==> config.mk <==
export PLATFORM = sky130hd
export DESIGN_NAME = pcs_sequencer
export DESIGN_NICKNAME = d
export VERILOG_FILES = /design/src/pkg/pcs_pkg.sv /design/src/hw/pcs_sequencer.sv
export SDC_FILE = /design/constraint.sdc
export NUM_CORES = 1
export LEC_CHECK = 0
export BUFFER_PORTS_ARGS = -buffer_cell sky130_fd_sc_hd__buf_2
export CORE_MARGIN = 2
export CORE_UTILIZATION = 35
export DETAILED_ROUTE_END_ITERATION = 16
export HOLD_SLACK_MARGIN = 0.05
export PLACE_DENSITY = 0.57
export SLEW_MARGIN = 10
export SYNTH_ARGS = -nofsm -noshare
export SYNTH_HDL_FRONTEND = slang
export SYNTH_SLANG_ARGS = --single-unit
==> constraint.sdc <==
create_clock -name i_clk -period 7.7 [get_ports i_clk]
set_clock_uncertainty 0.2 [all_clocks]
set_input_delay 0 -clock i_clk [delete_from_list [all_inputs] [get_ports i_clk]]
set_output_delay 0 -clock i_clk [all_outputs]
set_load 0.02 [all_outputs]
==> src/pkg/pcs_pkg.sv <==
// constants, encodings and carriers for the program counter sequencer
// assumes one core clock at 10 MHz; cycle costs are counted in core clocks
package pcs_pkg;

  // ----------------------------------------------------------------
  // counter geometry
  // ----------------------------------------------------------------
  localparam int PC_W = 11; // 2,048-word variant; 12 for the 4,096-word one
  localparam int JADDR_W = 9;
  localparam logic [10:0] PC_RESET = 11'h7ff; // highest program address
  localparam logic [10:0] PC_INT = 11'h000; // service routine base
  localparam logic [10:0] PC_ONE = 11'h001;
  localparam logic [10:0] PC_TWO = 11'h002;

  // ----------------------------------------------------------------
  // file register map and fields
  // ----------------------------------------------------------------
  localparam logic [7:0] ADDR_PC_LOW = 8'h02;
  localparam logic [7:0] ADDR_STATUS = 8'h03;
  localparam logic [7:0] ADDR_PORT = 8'h05;
  localparam int PAGE_LSB = 5;
  localparam int PAGE_MSB = 7;
  localparam logic [7:0] STATUS_RESET = 8'h00;
  localparam logic [7:0] PORT_RESET = 8'h00;

  // ----------------------------------------------------------------
  // cycle costs in core clocks
  // ----------------------------------------------------------------
  localparam logic [2:0] COST_SEQ_TURBO = 3'h1;
  localparam logic [2:0] COST_SEQ_COMPAT = 3'h4;
  localparam logic [2:0] COST_SKIP_EXTRA = 3'h1;
  localparam logic [2:0] COST_JMP_TURBO = 3'h3;
  localparam logic [2:0] COST_JMP_COMPAT = 3'h2;
  localparam logic [2:0] COST_PCW_TURBO = 3'h3;
  localparam logic [2:0] COST_PCW_COMPAT = 3'h4;
  localparam logic [2:0] COST_PAGE = 3'h1;
  localparam logic [2:0] COST_INT = 3'h3;

  // ----------------------------------------------------------------
  // decoder request carrier
  // ----------------------------------------------------------------
  typedef enum logic [2:0] {
    OP_NEXT, OP_SKIP, OP_JUMP, OP_PAGE, OP_FILE
  } pcs_op_type;

  typedef enum logic [2:0] {
    FR_READ, FR_MOV, FR_ADD, FR_SETB, FR_CLRB, FR_DEC
  } pcs_fn_type;

  typedef struct packed {
    pcs_op_type op;
    pcs_fn_type fn;
    logic [7:0] fr_addr;
    logic [2:0] bit_sel;
    logic [7:0] operand;
    logic [8:0] jaddr;
    logic [2:0] page;
  } pcs_req_type;

endpackage : pcs_pkg

==> src/hw/pcs_sequencer.sv <==
// program counter sequencer: counter, page bits, file registers, cycle costs
// assumes the decoder holds a request until o_ready and the irq line is on i_clk
//
// Function
// RQ1: counter of 11 bits for 2,048 words
// RQ2: low counter byte is file register 02h
// RQ3: advance whole counter by one per instruction
// RQ4: reset loads highest program address
// RQ5: taken interrupt loads address zero
// RQ6: taken skip adds two, cancels next instruction
// RQ7: taken skip costs one extra clock
// RQ8: jump uses nine opcode bits plus page bits
// RQ9: page bits sit in status bits 7:5
// RQ10: page load writes only page bits, one clock
// RQ11: jump costs two compatible, three turbo clocks
// RQ12: low byte writes keep upper counter bits
// RQ13: low byte jump costs four compatible, three turbo
// RQ14: bit and arithmetic ops rewrite whole register
// RQ15: port write stores register, read returns pins
// RQ16: software avoids back-to-back port rewrites
// RQ17: reloads of the counter flush the pipeline
// RQ18: sequential increment wraps modulo memory size
module pcs_sequencer (
  // clock and reset
  input wire logic i_clk,
  input wire logic i_resetn,
  // clocking mode strap, 1 selects turbo
  input wire logic i_turbo,
  // interrupt request from the core
  input wire logic i_irq,
  // decoder request
  input wire logic i_req_valid,
  input wire pcs_pkg::pcs_req_type i_req,
  // port pins
  input wire logic [7:0] i_port_pins,
  // fetch side
  output logic [pcs_pkg::PC_W-1:0] o_fetch_addr,
  output logic o_ready,
  output logic o_flush,
  // register side
  output logic [7:0] o_fr_rdata,
  output logic [7:0] o_status,
  output logic [7:0] o_port_out
);

  // ----------------------------------------------------------------
  // state
  // ----------------------------------------------------------------
  logic [pcs_pkg::PC_W-1:0] pc_reg, pc_next;
  logic [7:0] status_reg, status_next;
  logic [7:0] port_reg, port_next;
  logic [7:0] rdata_reg, rdata_next;
  logic [2:0] cnt_reg, cnt_next;
  logic ready_reg, ready_next;
  logic flush_reg, flush_next;
  logic turbo_meta_reg, turbo_sync_reg;
  logic [7:0] pins_meta_reg, pins_sync_reg;

  // ----------------------------------------------------------------
  // decode
  // ----------------------------------------------------------------
  wire logic irq_take;
  wire logic accept;
  wire logic sel_pc;
  wire logic sel_st;
  wire logic sel_port;
  wire logic [7:0] bit_mask;
  wire logic [7:0] fr_old;
  wire logic [7:0] fr_new;
  wire logic fr_writes;
  wire logic skip_true;
  wire logic is_jump;
  wire logic is_page;
  wire logic pc_write;
  wire logic [pcs_pkg::PC_W-1:0] pc_plus1;
  wire logic [pcs_pkg::PC_W-1:0] pc_plus2;
  wire logic [pcs_pkg::PC_W-1:0] jump_target;
  wire logic [2:0] cost;
  wire logic [2:0] seq_cost;

  // request acceptance; an interrupt wins over a waiting request
  assign irq_take = ready_reg && i_irq; // RQ5
  assign accept = ready_reg && i_req_valid && !i_irq;
  assign is_jump = accept && (i_req.op == pcs_pkg::OP_JUMP);
  assign is_page = accept && (i_req.op == pcs_pkg::OP_PAGE);

  // file register select and whole-register read
  assign sel_pc = (i_req.fr_addr == pcs_pkg::ADDR_PC_LOW); // RQ2
  assign sel_st = (i_req.fr_addr == pcs_pkg::ADDR_STATUS);
  assign sel_port = (i_req.fr_addr == pcs_pkg::ADDR_PORT);
  assign bit_mask = 8'h01 << i_req.bit_sel;
  assign fr_old = sel_pc ? pc_plus1[7:0] :
                  sel_st ? status_reg :
                  sel_port ? pins_sync_reg : 8'h00; // RQ15

  // read, modify, write back the full byte
  assign fr_new = (i_req.fn == pcs_pkg::FR_MOV) ? i_req.operand :
                  (i_req.fn == pcs_pkg::FR_ADD) ? fr_old + i_req.operand :
                  (i_req.fn == pcs_pkg::FR_SETB) ? (fr_old | bit_mask) :
                  (i_req.fn == pcs_pkg::FR_CLRB) ? (fr_old & ~bit_mask) :
                  (i_req.fn == pcs_pkg::FR_DEC) ? fr_old - 8'h01 : fr_old; // RQ14
  assign fr_writes = accept && (i_req.op == pcs_pkg::OP_FILE) &&
                     (i_req.fn != pcs_pkg::FR_READ);
  assign pc_write = fr_writes && sel_pc;

  // skip test on the addressed bit
  assign skip_true = accept && (i_req.op == pcs_pkg::OP_SKIP) &&
                     ((fr_old & bit_mask) != 8'h00);

  // counter arithmetic, wrapping at the memory size; top page bit unused at 11 bits
  assign pc_plus1 = pc_reg + pcs_pkg::PC_ONE; // RQ3 RQ18
  assign pc_plus2 = pc_reg + pcs_pkg::PC_TWO; // RQ6
  assign jump_target = {status_reg[pcs_pkg::PAGE_MSB-1:pcs_pkg::PAGE_LSB],
                        i_req.jaddr}; // RQ8 RQ9

  // next counter value, highest priority first
  assign pc_next = irq_take ? pcs_pkg::PC_INT : // RQ5
                   !accept ? pc_reg :
                   is_jump ? jump_target : // RQ8
                   pc_write ? {pc_plus1[pcs_pkg::PC_W-1:8], fr_new} : // RQ12
                   skip_true ? pc_plus2 : pc_plus1; // RQ6 RQ3

  // status: page load touches only the page field
  assign status_next = is_page ?
                       {i_req.page, status_reg[pcs_pkg::PAGE_LSB-1:0]} : // RQ10
                       (fr_writes && sel_st) ? fr_new : status_reg; // RQ14

  // port writes land in the data register only
  assign port_next = (fr_writes && sel_port) ? fr_new : port_reg; // RQ15
  assign rdata_next = (accept && (i_req.op == pcs_pkg::OP_FILE)) ? fr_old : rdata_reg;

  // cycle cost of the accepted operation
  assign seq_cost = turbo_sync_reg ? pcs_pkg::COST_SEQ_TURBO : pcs_pkg::COST_SEQ_COMPAT;
  assign cost = irq_take ? pcs_pkg::COST_INT :
                is_jump ? (turbo_sync_reg ? pcs_pkg::COST_JMP_TURBO :
                           pcs_pkg::COST_JMP_COMPAT) : // RQ11
                pc_write ? (turbo_sync_reg ? pcs_pkg::COST_PCW_TURBO :
                            pcs_pkg::COST_PCW_COMPAT) : // RQ13
                is_page ? pcs_pkg::COST_PAGE : // RQ10
                skip_true ? seq_cost + pcs_pkg::COST_SKIP_EXTRA : seq_cost; // RQ7

  // busy counter and ready
  assign cnt_next = (irq_take || accept) ? cost - 3'h1 :
                    (cnt_reg != 3'h0) ? cnt_reg - 3'h1 : 3'h0;
  assign ready_next = (cnt_next == 3'h0);

  // discard fetched work on any reload or cancelled instruction
  assign flush_next = irq_take || is_jump || pc_write || skip_true; // RQ17 RQ6

  // ----------------------------------------------------------------
  // synchronisers for the strap and the pins
  // ----------------------------------------------------------------
  always_ff @(posedge i_clk or negedge i_resetn) begin
    if (!i_resetn) begin
      turbo_meta_reg <= 1'b0;
      turbo_sync_reg <= 1'b0;
      pins_meta_reg <= 8'h00;
      pins_sync_reg <= 8'h00;
    end else begin
      turbo_meta_reg <= i_turbo;
      turbo_sync_reg <= turbo_meta_reg;
      pins_meta_reg <= i_port_pins;
      pins_sync_reg <= pins_meta_reg;
    end
  end

  // ----------------------------------------------------------------
  // counter and register state
  // ----------------------------------------------------------------
  always_ff @(posedge i_clk or negedge i_resetn) begin
    if (!i_resetn) begin
      pc_reg <= pcs_pkg::PC_RESET; // RQ4 RQ1
      status_reg <= pcs_pkg::STATUS_RESET;
      port_reg <= pcs_pkg::PORT_RESET;
      rdata_reg <= 8'h00;
    end else begin
      pc_reg <= pc_next;
      status_reg <= status_next;
      port_reg <= port_next;
      rdata_reg <= rdata_next;
    end
  end

  // sequencing control
  always_ff @(posedge i_clk or negedge i_resetn) begin
    if (!i_resetn) begin
      cnt_reg <= 3'h0;
      ready_reg <= 1'b1;
      flush_reg <= 1'b0;
    end else begin
      cnt_reg <= cnt_next;
      ready_reg <= ready_next;
      flush_reg <= flush_next;
    end
  end

  // outputs straight from flops
  assign o_fetch_addr = pc_reg;
  assign o_ready = ready_reg;
  assign o_flush = flush_reg;
  assign o_fr_rdata = rdata_reg;
  assign o_status = status_reg;
  assign o_port_out = port_reg;

  // ----------------------------------------------------------------
  // assertions
  // ----------------------------------------------------------------
  wire logic seq_plain;
  assign seq_plain = accept && (i_req.op == pcs_pkg::OP_NEXT);

  // interrupt vector and its cost
  property p_int_vector;
    @(posedge i_clk) disable iff (!i_resetn)
    irq_take |=> (pc_reg == pcs_pkg::PC_INT) && o_flush && !o_ready ##1 !o_ready ##1 o_ready;
  endproperty
  a_int_vector: assert property (p_int_vector) else $error("interrupt vector wrong"); // RQ5

  // plain advance wraps at the top
  property p_seq_inc;
    @(posedge i_clk) disable iff (!i_resetn)
    seq_plain |=> (pc_reg == $past(pc_reg) + pcs_pkg::PC_ONE) && !o_flush;
  endproperty
  a_seq_inc: assert property (p_seq_inc) else $error("counter did not advance by one"); // RQ3

  // compatible mode plain instruction takes four clocks
  property p_seq_compat;
    @(posedge i_clk) disable iff (!i_resetn)
    seq_plain && !turbo_sync_reg |=> !o_ready [*3] ##1 o_ready;
  endproperty
  a_seq_compat: assert property (p_seq_compat) else $error("instruction cycle length wrong"); // RQ3

  // taken skip adds two and cancels the follower
  property p_skip;
    @(posedge i_clk) disable iff (!i_resetn)
    skip_true |=> (pc_reg == $past(pc_reg) + pcs_pkg::PC_TWO) && o_flush;
  endproperty
  a_skip: assert property (p_skip) else $error("skip did not add two"); // RQ6

  // taken skip in turbo costs two clocks
  property p_skip_cost;
    @(posedge i_clk) disable iff (!i_resetn)
    skip_true && turbo_sync_reg |=> !o_ready ##1 o_ready;
  endproperty
  a_skip_cost: assert property (p_skip_cost) else $error("skip cost wrong"); // RQ7

  // jump target from page bits and opcode field
  property p_jump;
    @(posedge i_clk) disable iff (!i_resetn)
    is_jump |=> (pc_reg[8:0] == $past(i_req.jaddr)) &&
                (pc_reg[10:9] == $past(status_reg[6:5]));
  endproperty
  a_jump: assert property (p_jump) else $error("jump target wrong"); // RQ8

  // turbo jump costs three clocks
  property p_jump_cost;
    @(posedge i_clk) disable iff (!i_resetn)
    is_jump && turbo_sync_reg |=> !o_ready [*2] ##1 o_ready;
  endproperty
  a_jump_cost: assert property (p_jump_cost) else $error("jump cost wrong"); // RQ11

  // page load keeps the low status bits and costs one clock
  property p_page;
    @(posedge i_clk) disable iff (!i_resetn)
    is_page |=> (status_reg[7:5] == $past(i_req.page)) &&
               (status_reg[4:0] == $past(status_reg[4:0])) && o_ready;
  endproperty
  a_page: assert property (p_page) else $error("page load wrong"); // RQ10

  // low byte write keeps the upper bits
  property p_pcw;
    @(posedge i_clk) disable iff (!i_resetn)
    pc_write |=> pc_reg[10:8] == $past(pc_plus1[10:8]);
  endproperty
  a_pcw: assert property (p_pcw) else $error("upper counter bits changed"); // RQ12

  // low byte jump in compatible mode costs four clocks
  property p_pcw_cost;
    @(posedge i_clk) disable iff (!i_resetn)
    pc_write && !turbo_sync_reg |=> o_flush ##0 !o_ready [*3] ##1 o_ready;
  endproperty
  a_pcw_cost: assert property (p_pcw_cost) else $error("low byte jump cost wrong"); // RQ13

  // set bit rewrites the whole status byte
  property p_rmw;
    @(posedge i_clk) disable iff (!i_resetn)
    fr_writes && sel_st && (i_req.fn == pcs_pkg::FR_SETB) |=>
      status_reg == ($past(status_reg) | $past(bit_mask));
  endproperty
  a_rmw: assert property (p_rmw) else $error("bit set lost other bits"); // RQ14

  // port read returns the pins, not the register
  property p_port_read;
    @(posedge i_clk) disable iff (!i_resetn)
    accept && (i_req.op == pcs_pkg::OP_FILE) && sel_port && (i_req.fn == pcs_pkg::FR_READ)
      |=> o_fr_rdata == $past(pins_sync_reg);
  endproperty
  a_port_read: assert property (p_port_read) else $error("port read not from pins"); // RQ15

  // main scenarios
  c_skip: cover property (@(posedge i_clk) disable iff (!i_resetn) skip_true);
  c_jump_turbo: cover property (@(posedge i_clk) disable iff (!i_resetn)
    is_jump && turbo_sync_reg);
  c_pcw: cover property (@(posedge i_clk) disable iff (!i_resetn) pc_write);
  c_irq: cover property (@(posedge i_clk) disable iff (!i_resetn) irq_take);

endmodule : pcs_sequencer

==> After elaboration in Yosys (flattened, before gate mapping) <==
Cells that the tools add are included.
{ "totals": {"register_bits": 58, "latch_bits": 0, "romBits": 0, "mem_count": 0, "output_inout_bits": 37, "elab_cells": 86, "ram_bits": 0} }
{ "op_classes": {"bitwise": 5, "n_mul": 0, "muxes": 25, "n_eq_ne": 12, "div": 0, "add_sub_neg": 7, "shift": 1, "magnitude_cmp": 0, "n_reduce_logical": 24} }
{ "op_table": {"columns": ["op", "count"], "rows": [
  ["8-bit two-way mux", 10],
  ["11-bit two-way mux", 5],
  ["3-bit two-way mux", 9],
  ["8-bit AND", 2],
  ["8-bit by 2-bit == test with 1-bit output (second input constant)", 2],
  ["3-bit by 2-bit == test with 1-bit output (second input constant)", 4],
  ["1-bit logical AND", 12],
  ["11-bit by 1-bit adder with 11-bit output (second input constant)", 1],
  ["11-bit by 2-bit adder with 11-bit output (second input constant)", 1],
  ["3-bit == test (second input constant)", 3],
  ["8-bit adder", 1],
  ["8-bit by 3-bit == test with 1-bit output (second input constant)", 1],
  ["8-bit inverter", 1],
  ["8-bit OR", 1],
  ["8-bit nonzero test", 1],
  ["1-bit by 3-bit << shifter with 8-bit output (first input constant)", 1],
  ["8-bit by 1-bit subtractor with 8-bit output (second input constant)", 1],
  ["3-bit by 1-bit == test with 1-bit output (second input constant)", 2],
  ["3-bit nonzero test", 2],
  ["3-bit by 1-bit subtractor with 3-bit output (second input constant)", 2],
  ["1-bit logical OR", 4],
  ["2-bit nonzero test", 2],
  ["3-bit by 1-bit adder with 3-bit output (second input constant)", 1],
  ["3-bit logical NOT", 1],
  ["other kinds (4)", 4]
]} }

==> Logic depth before layout (Yosys ltp) <==
Gate-level depths: netlist (run 1).
{ "depth": {"depth_word": 15, "mapped_depth": 17, "mapped_depth_nobuf": 16} }

==> Worst setup path before layout (run 1) <==
Ideal clock, no wire load.
{ "synth_path": {"kind": "reg-to-reg", "start": "register pc_reg (netlist bit o_fetch_addr[2])", "end": "register ready_reg (netlist: o_ready)", "path_buffers": 0, "setup_time_ps": 82, "arrival_time_ps": 3244, "slack_ps": 4175, "period_less_slack_ps": 3525, "stages_incl_launch_ff": 16, "path_cell_list": "dfstp_2 ha_1 nand4_1 o21a_1 a221oi_2 o22ai_1 nor2_1 a21boi_4 ha_1 nor2_1 a21oi_1 a21oi_1 ha_1 xnor2_1 o21ai_0 nor3_1"} }
{ "synth_between": {"elab_chain_len": 13} }
{ "synth_rtl": {"columns": ["element", "line_no", "text"], "rows": [
  ["start, declared", "pcs_sequencer.sv:49", "logic [pcs_pkg::PC_W-1:0] pc_reg, pc_next;"],
  ["start signal, assigned", "pcs_sequencer.sv:172", "pc_reg <= pcs_pkg::PC_RESET;"],
  ["start signal, assigned", "pcs_sequencer.sv:177", "pc_reg <= pc_next;"],
  ["11-bit by 1-bit adder with 11-bit output", "pcs_sequencer.sv:111", "assign pc_plus1 = pc_reg + pcs_pkg::PC_ONE;"],
  ["8-bit two-way mux", "pcs_sequencer.sv:92", "assign fr_old = sel_pc ? pc_plus1[7:0] :"],
  ["8-bit AND", "pcs_sequencer.sv:108", "((fr_old & bit_mask) != 8'h00);"],
  ["8-bit nonzero test", "pcs_sequencer.sv:108", null],
  ["1-bit logical AND", "pcs_sequencer.sv:107", "assign skip_true = accept && (i_req.op == pcs_pkg::OP_SKIP) &&"],
  ["3-bit two-way mux", "pcs_sequencer.sv:140", "skip_true ? seq_cost + pcs_pkg::COST_SKIP_EXTRA : seq_cost;"],
  ["3-bit two-way mux", "pcs_sequencer.sv:139", "is_page ? pcs_pkg::COST_PAGE :"],
  ["3-bit two-way mux", "pcs_sequencer.sv:137", "pc_write ? (turbo_sync_reg ? pcs_pkg::COST_PCW_TURBO :"],
  ["3-bit two-way mux", "pcs_sequencer.sv:135", "is_jump ? (turbo_sync_reg ? pcs_pkg::COST_JMP_TURBO :"],
  ["3-bit two-way mux", "pcs_sequencer.sv:134", "assign cost = irq_take ? pcs_pkg::COST_INT :"],
  ["3-bit by 1-bit subtractor with 3-bit output", "pcs_sequencer.sv:143", "assign cnt_next = (irq_take || accept) ? cost - 3'h1 :"],
  ["3-bit two-way mux", "pcs_sequencer.sv:143", null],
  ["via cnt_next[2]", "pcs_sequencer.sv:53", "logic [2:0] cnt_reg, cnt_next;"],
  ["3-bit logical NOT", "pcs_sequencer.sv:145", "assign ready_next = (cnt_next == 3'h0);"],
  ["via ready_next", "pcs_sequencer.sv:54", "logic ready_reg, ready_next;"],
  ["end signal, assigned", "pcs_sequencer.sv:192", "ready_reg <= ready_next;"],
  ["end, declared", "pcs_sequencer.sv:54", null]
]} }
The timed path passes the listed nets, and every way through them passes these cells.
A chain may end at the register's enable or synchronous reset.

==> Worst setup path after layout (run 1) <==
{ "layout_path": {"start": "register ready_reg (netlist: o_ready)", "end": "register ready_reg (netlist: o_ready)"} }
{ "layout_between": {"elab_chain_len": 12} }
{ "layout_rtl": {"columns": ["element", "line_no", "text"], "rows": [
  ["1-bit logical AND (2 in a row)", "pcs_sequencer.sv:83", "assign accept = ready_reg && i_req_valid && !i_irq;"],
  ["1-bit logical AND (2 in a row)", "pcs_sequencer.sv:107", null],
  ["3-bit two-way mux", "pcs_sequencer.sv:140", null],
  ["3-bit two-way mux", "pcs_sequencer.sv:139", null],
  ["3-bit two-way mux", "pcs_sequencer.sv:137", null],
  ["3-bit two-way mux", "pcs_sequencer.sv:135", null],
  ["3-bit two-way mux", "pcs_sequencer.sv:134", null],
  ["3-bit by 1-bit subtractor with 3-bit output", "pcs_sequencer.sv:143", null],
  ["3-bit two-way mux (*)", "pcs_sequencer.sv:143", null],
  ["via cnt_next[2]", "pcs_sequencer.sv:53", null],
  ["3-bit logical NOT (*)", "pcs_sequencer.sv:145", null],
  ["via ready_next", "pcs_sequencer.sv:54", null]
]} }
Mark *: on every way through the listed nets, which the timed path passes. The rest lies on a longest branch.

==> run metrics, run 1 <==
Synth top area share about 29%; Vias per Instance approximately 5.7; worst vdd ir around 0.00014 V; Post-synth ARST share 100.0%; Slew headroom between 30% and 40%; RSZ-0062 raised after global routing false; # diodes 0; Data required, critical path just under 8 ns; Rows 38; Die Height between 100 and 150 um; total global routing overflow 0; Slew @ Worst Pin 0.9165 ns; fill cell count 1088; Tot GR Track Use about 21%; post_cts resized 0; Syn Inst Count 448; post-route setup slack 3.029 ns; Fmax approximately 0.21 GHz; WHS between 0.06 and 0.07 ns; Pwr per Cell Area between 200 and 250 nW/um^2; Synth area leader dfrtp_1; kind of critical path reg -> reg; CTS max path bufs 2; P&R area growth vs syn 28.24%; worst slack, placed ~3.2 ns; post-synthesis sequential area ratio 36.90%; Max Slew Vio Count 0; Static Leak 2.242 nW; area of the multi-input gates ~2400 um^2; H-tree depth 3; vias in the first global route 3862; Clk pin slew, worst setup/hold paths roughly 0.050 ns; Non-Filler Cell Area, Final a little over 5000 um^2; DR pass1 iterations 7; cell area after placement about 4500 um^2; ys flop type dfrtp_1; Max Cap Viol 0; routed vias a little under 4000; post-layout minimum cycle time 4.671 ns; Clock Latency Late Sink 0.32 ns; IO Pins 87; syn_area_per_cell ~8.9 um^2; status complete, no violations; Syn Nets 510; I/O Buffers between 80 and 90; most common cell after layout, fill and taps aside buf_2; Largest register FFs 11; most frequent cells in the layout buf_2 (86), dfrtp_1 (46), o21ai_0 (42); uppermost layer routed met4; Post-Route WL between 10000 and 15000 um; M1 WL around 5700 um; HPWL after DPL 9208 um; Core ar. between 10000 and 15000 um^2; Worst EP arrival roughly 4.7 ns; Routed Antenna Nets 0; antenna violations before repair 0; synthesized cell area between 3000 and 4000 um^2; nature of the critical path endpoint register; WL met2 approximately 5900 um; Fin. Hold Viols 0; die footprint 12220 um^2; # DRC 0; Post-synth EDFFs 0; setup tns final 0 ns; met3 routed WL slightly below 800 um; largest cells by area after synthesis dfrtp_1 (29%), dfstp_2 (7.9%), o21ai_0 (5.3%); CTS tree done; largest net degree at the start of global routing 59; starting DRC count in detailed routing between 200 and 300; share of cells above drive strength 1 approximately a quarter; Final setup viols 0; #FFs+latches synth just under 60; total CTS buffers 9; fin crit share 60.66%; Root Buffer clkbuf_16; WL/cell between 15 and 20 um; Syn. warnings 0; register area between 1000 and 1500 um^2; global-route wire length before repair a little over 20000 um; Die Span X between 100 and 150 um; clk sinks 58; GPL Wtd Cong approximately 0.86; Synth cell types between 70 and 80; fin nets 614; worst-path fanout max 17; startpoint types register; min-delay worst type in -> reg; Initial Utilization 36.34%
[worst paths after layout]
check	from	to	slack (ns)	depth (start not counted)
max reg2reg	o_ready	o_ready	3.03	12
min in group asynchronous	i_resetn	turbo_meta_reg	0.15	3
max in group asynchronous	i_resetn	o_fr_rdata[1]	6.68	3
max	o_ready	o_ready	3.03	12
min reg2reg	pins_meta_reg[5]	pins_sync_reg[5]	0.15	0
min	i_req[12]	o_status[0]	0.06	3
[timing repair]
item / CTS / global route
hold endpoints to repair: 80 / 0
setup buffers: 0 / 0
hold buffers: 27 / 0
[stage by stage]
stage / util, % / power [mW] / instances
after global placement: 41.19 / 0.6443 / 654
final: 46.60 / 1.095 / 697
after detailed placement: 41.19 / 0.6484 / 654
after floorplan: - / 0.5505 / 448
after global routing: 46.60 / 1.147 / 697
after CTS: 46.60 / 1.100 / 697
[cells in the mapped netlist (8+ instances only)]
cell type,number
inv_1,13
dfstp_2,12
nor2_1,32
a22o_1,8
ha_1,11
nor3_1,11
nand2_1,41
a22oi_1,10
dfrtp_1,46
clkbuf_1,14
nand3_1,17
nor2b_1,12
nand2b_1,10
mux2_2,11
a21oi_1,19
o21ai_0,42
a21o_1,8
nand3b_1,8
[final cells by class]
cell class              count  area share (%)
clock buffers              12           4.837
repair buffers            115           14.04
multi-input cells         355           46.48
well taps                 140           3.437
clock inverters             4           1.473
flip-flops and latches     58           28.77
inverters                  13          0.9575
[cells by family (layout without fill, tap and decap cells)]
group / count (synthesis) / count (layout) / synth area share, %
adder cells (fa/ha/maj): 12 / 12 / 3.967
buffers and inverters: 35 / 144 / 3.495
AO/OA/AOI/OAI: 150 / 150 / 27.27
multiplexers: 15 / 15 / 4.125
AND/OR/NAND/NOR: 170 / 170 / 22.48
flip-flops: 58 / 58 / 36.90
XOR/XNOR: 8 / 8 / 1.763
[critical path, stage by stage (launching register included)]
cell and delay [ns]:
dfstp_2 0.56, nand2_1 0.07, nor2_1 0.69, nand3_1 0.73, nor4_2 0.93, nor2_1 0.34
nor2_1 0.17, a21oi_1 0.07, a21oi_1 0.16, ha_1 0.18, xnor2_1 0.11, o21ai_0 0.12
nor3_1 0.23
[layer usage]
| layer | global-route usage, % | vias to the layer above |
|---|---|---|
| met4 | 5.917 | 0 |
| met1 | 28.20 | 1886 |
| met2 | 33.78 | 154 |
| met5 | 0 | - |
| met3 | 3.622 | 13 |
| li1 | - | 1912 |
[power breakdown]
part / total [mW] / switching [mW] / internal, mW / leakage [nW]
clock network: 0.434 / 0.142 / 0.292 / 0.149
registers: 0.397 / 0.0472 / 0.350 / 0.717
logic: 0.264 / 0.154 / 0.109 / 1.38
Note: power is estimated with default switching activity, not from simulation.
==> inputs of run 2 (changes only) <==
==> constraint.sdc (replaced) <==
create_clock -name i_clk -period 4.5 [get_ports i_clk]
set_clock_uncertainty 0.2 [all_clocks]
set_input_delay 0 -clock i_clk [delete_from_list [all_inputs] [get_ports i_clk]]
set_output_delay 0 -clock i_clk [all_outputs]
set_load 0.02 [all_outputs]
==> run 2 against run 1 <==
Against the previous run: setup slack lost 2.8 ns; sequential power increased by 71%; power up 79%; global-route usage up 0.38 points; design area grew 3.3%; via count grew 2.0%; maximum frequency increased by 9.7%; die area unchanged; register-to-register slack lost 2.8 ns; clock-buffer cell count down 3.
==> run metrics, run 2 (synthesis gave the netlist of run 1 again) <==
Routed Antenna Nets 0; Slew headroom between 40% and 50%; slowest cell on the critical path dfstp_2; WHS Path Cells 4; met2 Usage GRT 33.01%; global-route wire length before repair 20640 um; fin crit share 94.65%; nature of the critical path endpoint register; busiest metal layer after global routing met2; fin nets around 630; status complete, no violations; worst-path fanout max 6; worst vdd ir between 0.0002 and 0.0003 V; Clk pin slew, worst setup/hold paths 0.06 ns; slowest cell delay on critical path between 0.6 and 0.7 ns; Slew @ Worst Pin around 0.75 ns; startpoint types register; Tot GR Track Use 21.06%; crit path cell chain ha_1 -> a21o_1 -> a21oi_1 -> o31a_1 -> nor2_2 -> ha_1 -> nand3_1 -> o211ai_1 -> o221a_2 -> or3_1 -> nand3_1 -> nand3_1 -> o221a_1 -> dlygate4sd3_1; Core ar. 10940 um^2; kind of critical path reg -> reg; grt met3 use under 10%; Stages on worst setup path 14; RSZ-0062 raised after global routing false; antenna violations before repair 0; Die Height roughly 110 um; total CTS buffers 9; Worst R2R Setup Slack between 0.2 and 0.25 ns; Die Span X about 110 um; Vias per Instance around 5.7; Crit path max-delay family compound AO/OA/AOI/OAI gates; Post-Route WL between 10000 and 15000 um; IO Pins 87; # DRC 0; Static Leak roughly 2.3 nW; Layout Cells excl Fill ~710; # diodes 0; largest net degree at the start of global routing 59; Max Cap Viol 0; setup tns final 0 ns; Clock Latency Late Sink between 0.3 and 0.4 ns; routed vias between 4000 and 5000; r2r worst-path depth 14; H-tree depth 3; share of cells above drive strength 1 between 20% and 30%; I/O Buffers 86; GPL Wtd Cong between 0.8 and 0.9; most common cell after layout, fill and taps aside buf_2; Initial Utilization roughly 36%; Root Buffer clkbuf_16; CTS max path bufs 2; Largest register FFs 11; WL/cell approximately 18 um; Fmax 0.2348 GHz; GRT met1 Usage a little under 30%; HPWL after DPL between 9000 and 10000 um; P&R area growth vs syn 32.43%; min-delay worst type in -> reg; cell count after placement 659; Fin. Hold Viols 0; starting DRC count in detailed routing between 200 and 300; Data required, critical path 4.51 ns; Max Slew Vio Count 0; Pwr per Cell Area between 300 and 400 nW/um^2; die footprint between 10000 and 15000 um^2; vias in the first global route approximately 3900; most used cell, CP nand3_1; most frequent cells in the layout buf_2 (86), dfrtp_1 (46), o21ai_0 (42); post-layout minimum cycle time 4.259 ns; Worst EP arrival 4.27 ns; clk sinks 58; Final setup viols 0; total global routing overflow 0; CTS tree done; Rows 38; DR pass1 iterations 5; worst path bufs/invs 1
## run 2: area by class of cell
cell class,instances,area (um^2)
clock inverters,7,125.1
flip-flops and latches,58,1466
multi-input cells,355,2386
inverters,13,48.80
well taps,140,175.2
clock buffers,9,225.2
fillers,1073,5673
repair buffers,129,835.8
## run 2: worst reg2reg max path, cell delays in order, from the launching register on
cell and delay [ns]:
dfstp_2 0.62, ha_1 0.25, a21o_1 0.14, a21oi_1 0.06, o31a_1 0.32, nor2_2 0.25, ha_1 0.35, nand3_1 0.10
o211ai_1 0.13, o221a_2 0.28, or3_1 0.35, nand3_1 0.11, nand3_1 0.17, o221a_1 0.27, dlygate4sd3_1 0.57
## run 2: repair_timing
item	in CTS	in global routing
hold buffers	33	0
hold endpoints to repair	80	0
buffers inserted	0	3
gates resized for setup	0	4
setup endpoints to repair	0	1
## run 2: report_power, final
part	leakage [nW]	switching, mW	total [mW]	internal, mW
registers	0.717	0.0796	0.678	0.598
clock network	0.170	0.276	0.821	0.546
logic	1.45	0.265	0.460	0.195
total	2.33	0.620	1.96	1.34
## run 2: worst paths after layout
| kind | start | to |
|---|---|---|
| worst max-delay path | o_fetch_addr[1] | o_status[7] |
| min in group asynchronous | i_resetn | o_flush |
| worst max register to register | o_fetch_addr[1] | o_status[7] |
| worst min register to register | pins_meta_reg[1] | pins_sync_reg[1] |
| max in group asynchronous | i_resetn | o_fr_rdata[0] |
| worst min-delay path | i_req[35] | o_status[6] |
## run 2: per-stage QoR
| step | utilization, % | setup WS, ns | power (mW) | area (um^2) | hold slack [ns] |
|---|---|---|---|---|---|
| after floorplan | - | 0.9747 | 0.9420 | 3974 | -0.4956 |
| after global placement | 41.53 | 0.5609 | 1.100 | 4542 | -0.09281 |
| after detailed placement | 41.53 | 0.5234 | 1.108 | 4542 | -0.09066 |
| after CTS | 47.76 | 0.1606 | 1.962 | 5223 | 0.06520 |
| after global routing | 48.12 | 0.03978 | 2.048 | 5263 | 0.09240 |
| final | 48.12 | 0.2408 | 1.959 | 5263 | 0.07424 |
## run 2: routing by layer
| metal | part of all wire, % | wire, um |
|---|---|---|
| met1 | 46 | 5900 |
| met2 | 46 | 5935 |
| met3 | 5.2 | 660 |
| met4 | 2.1 | 273 |
| met5 | 0 | 0 |
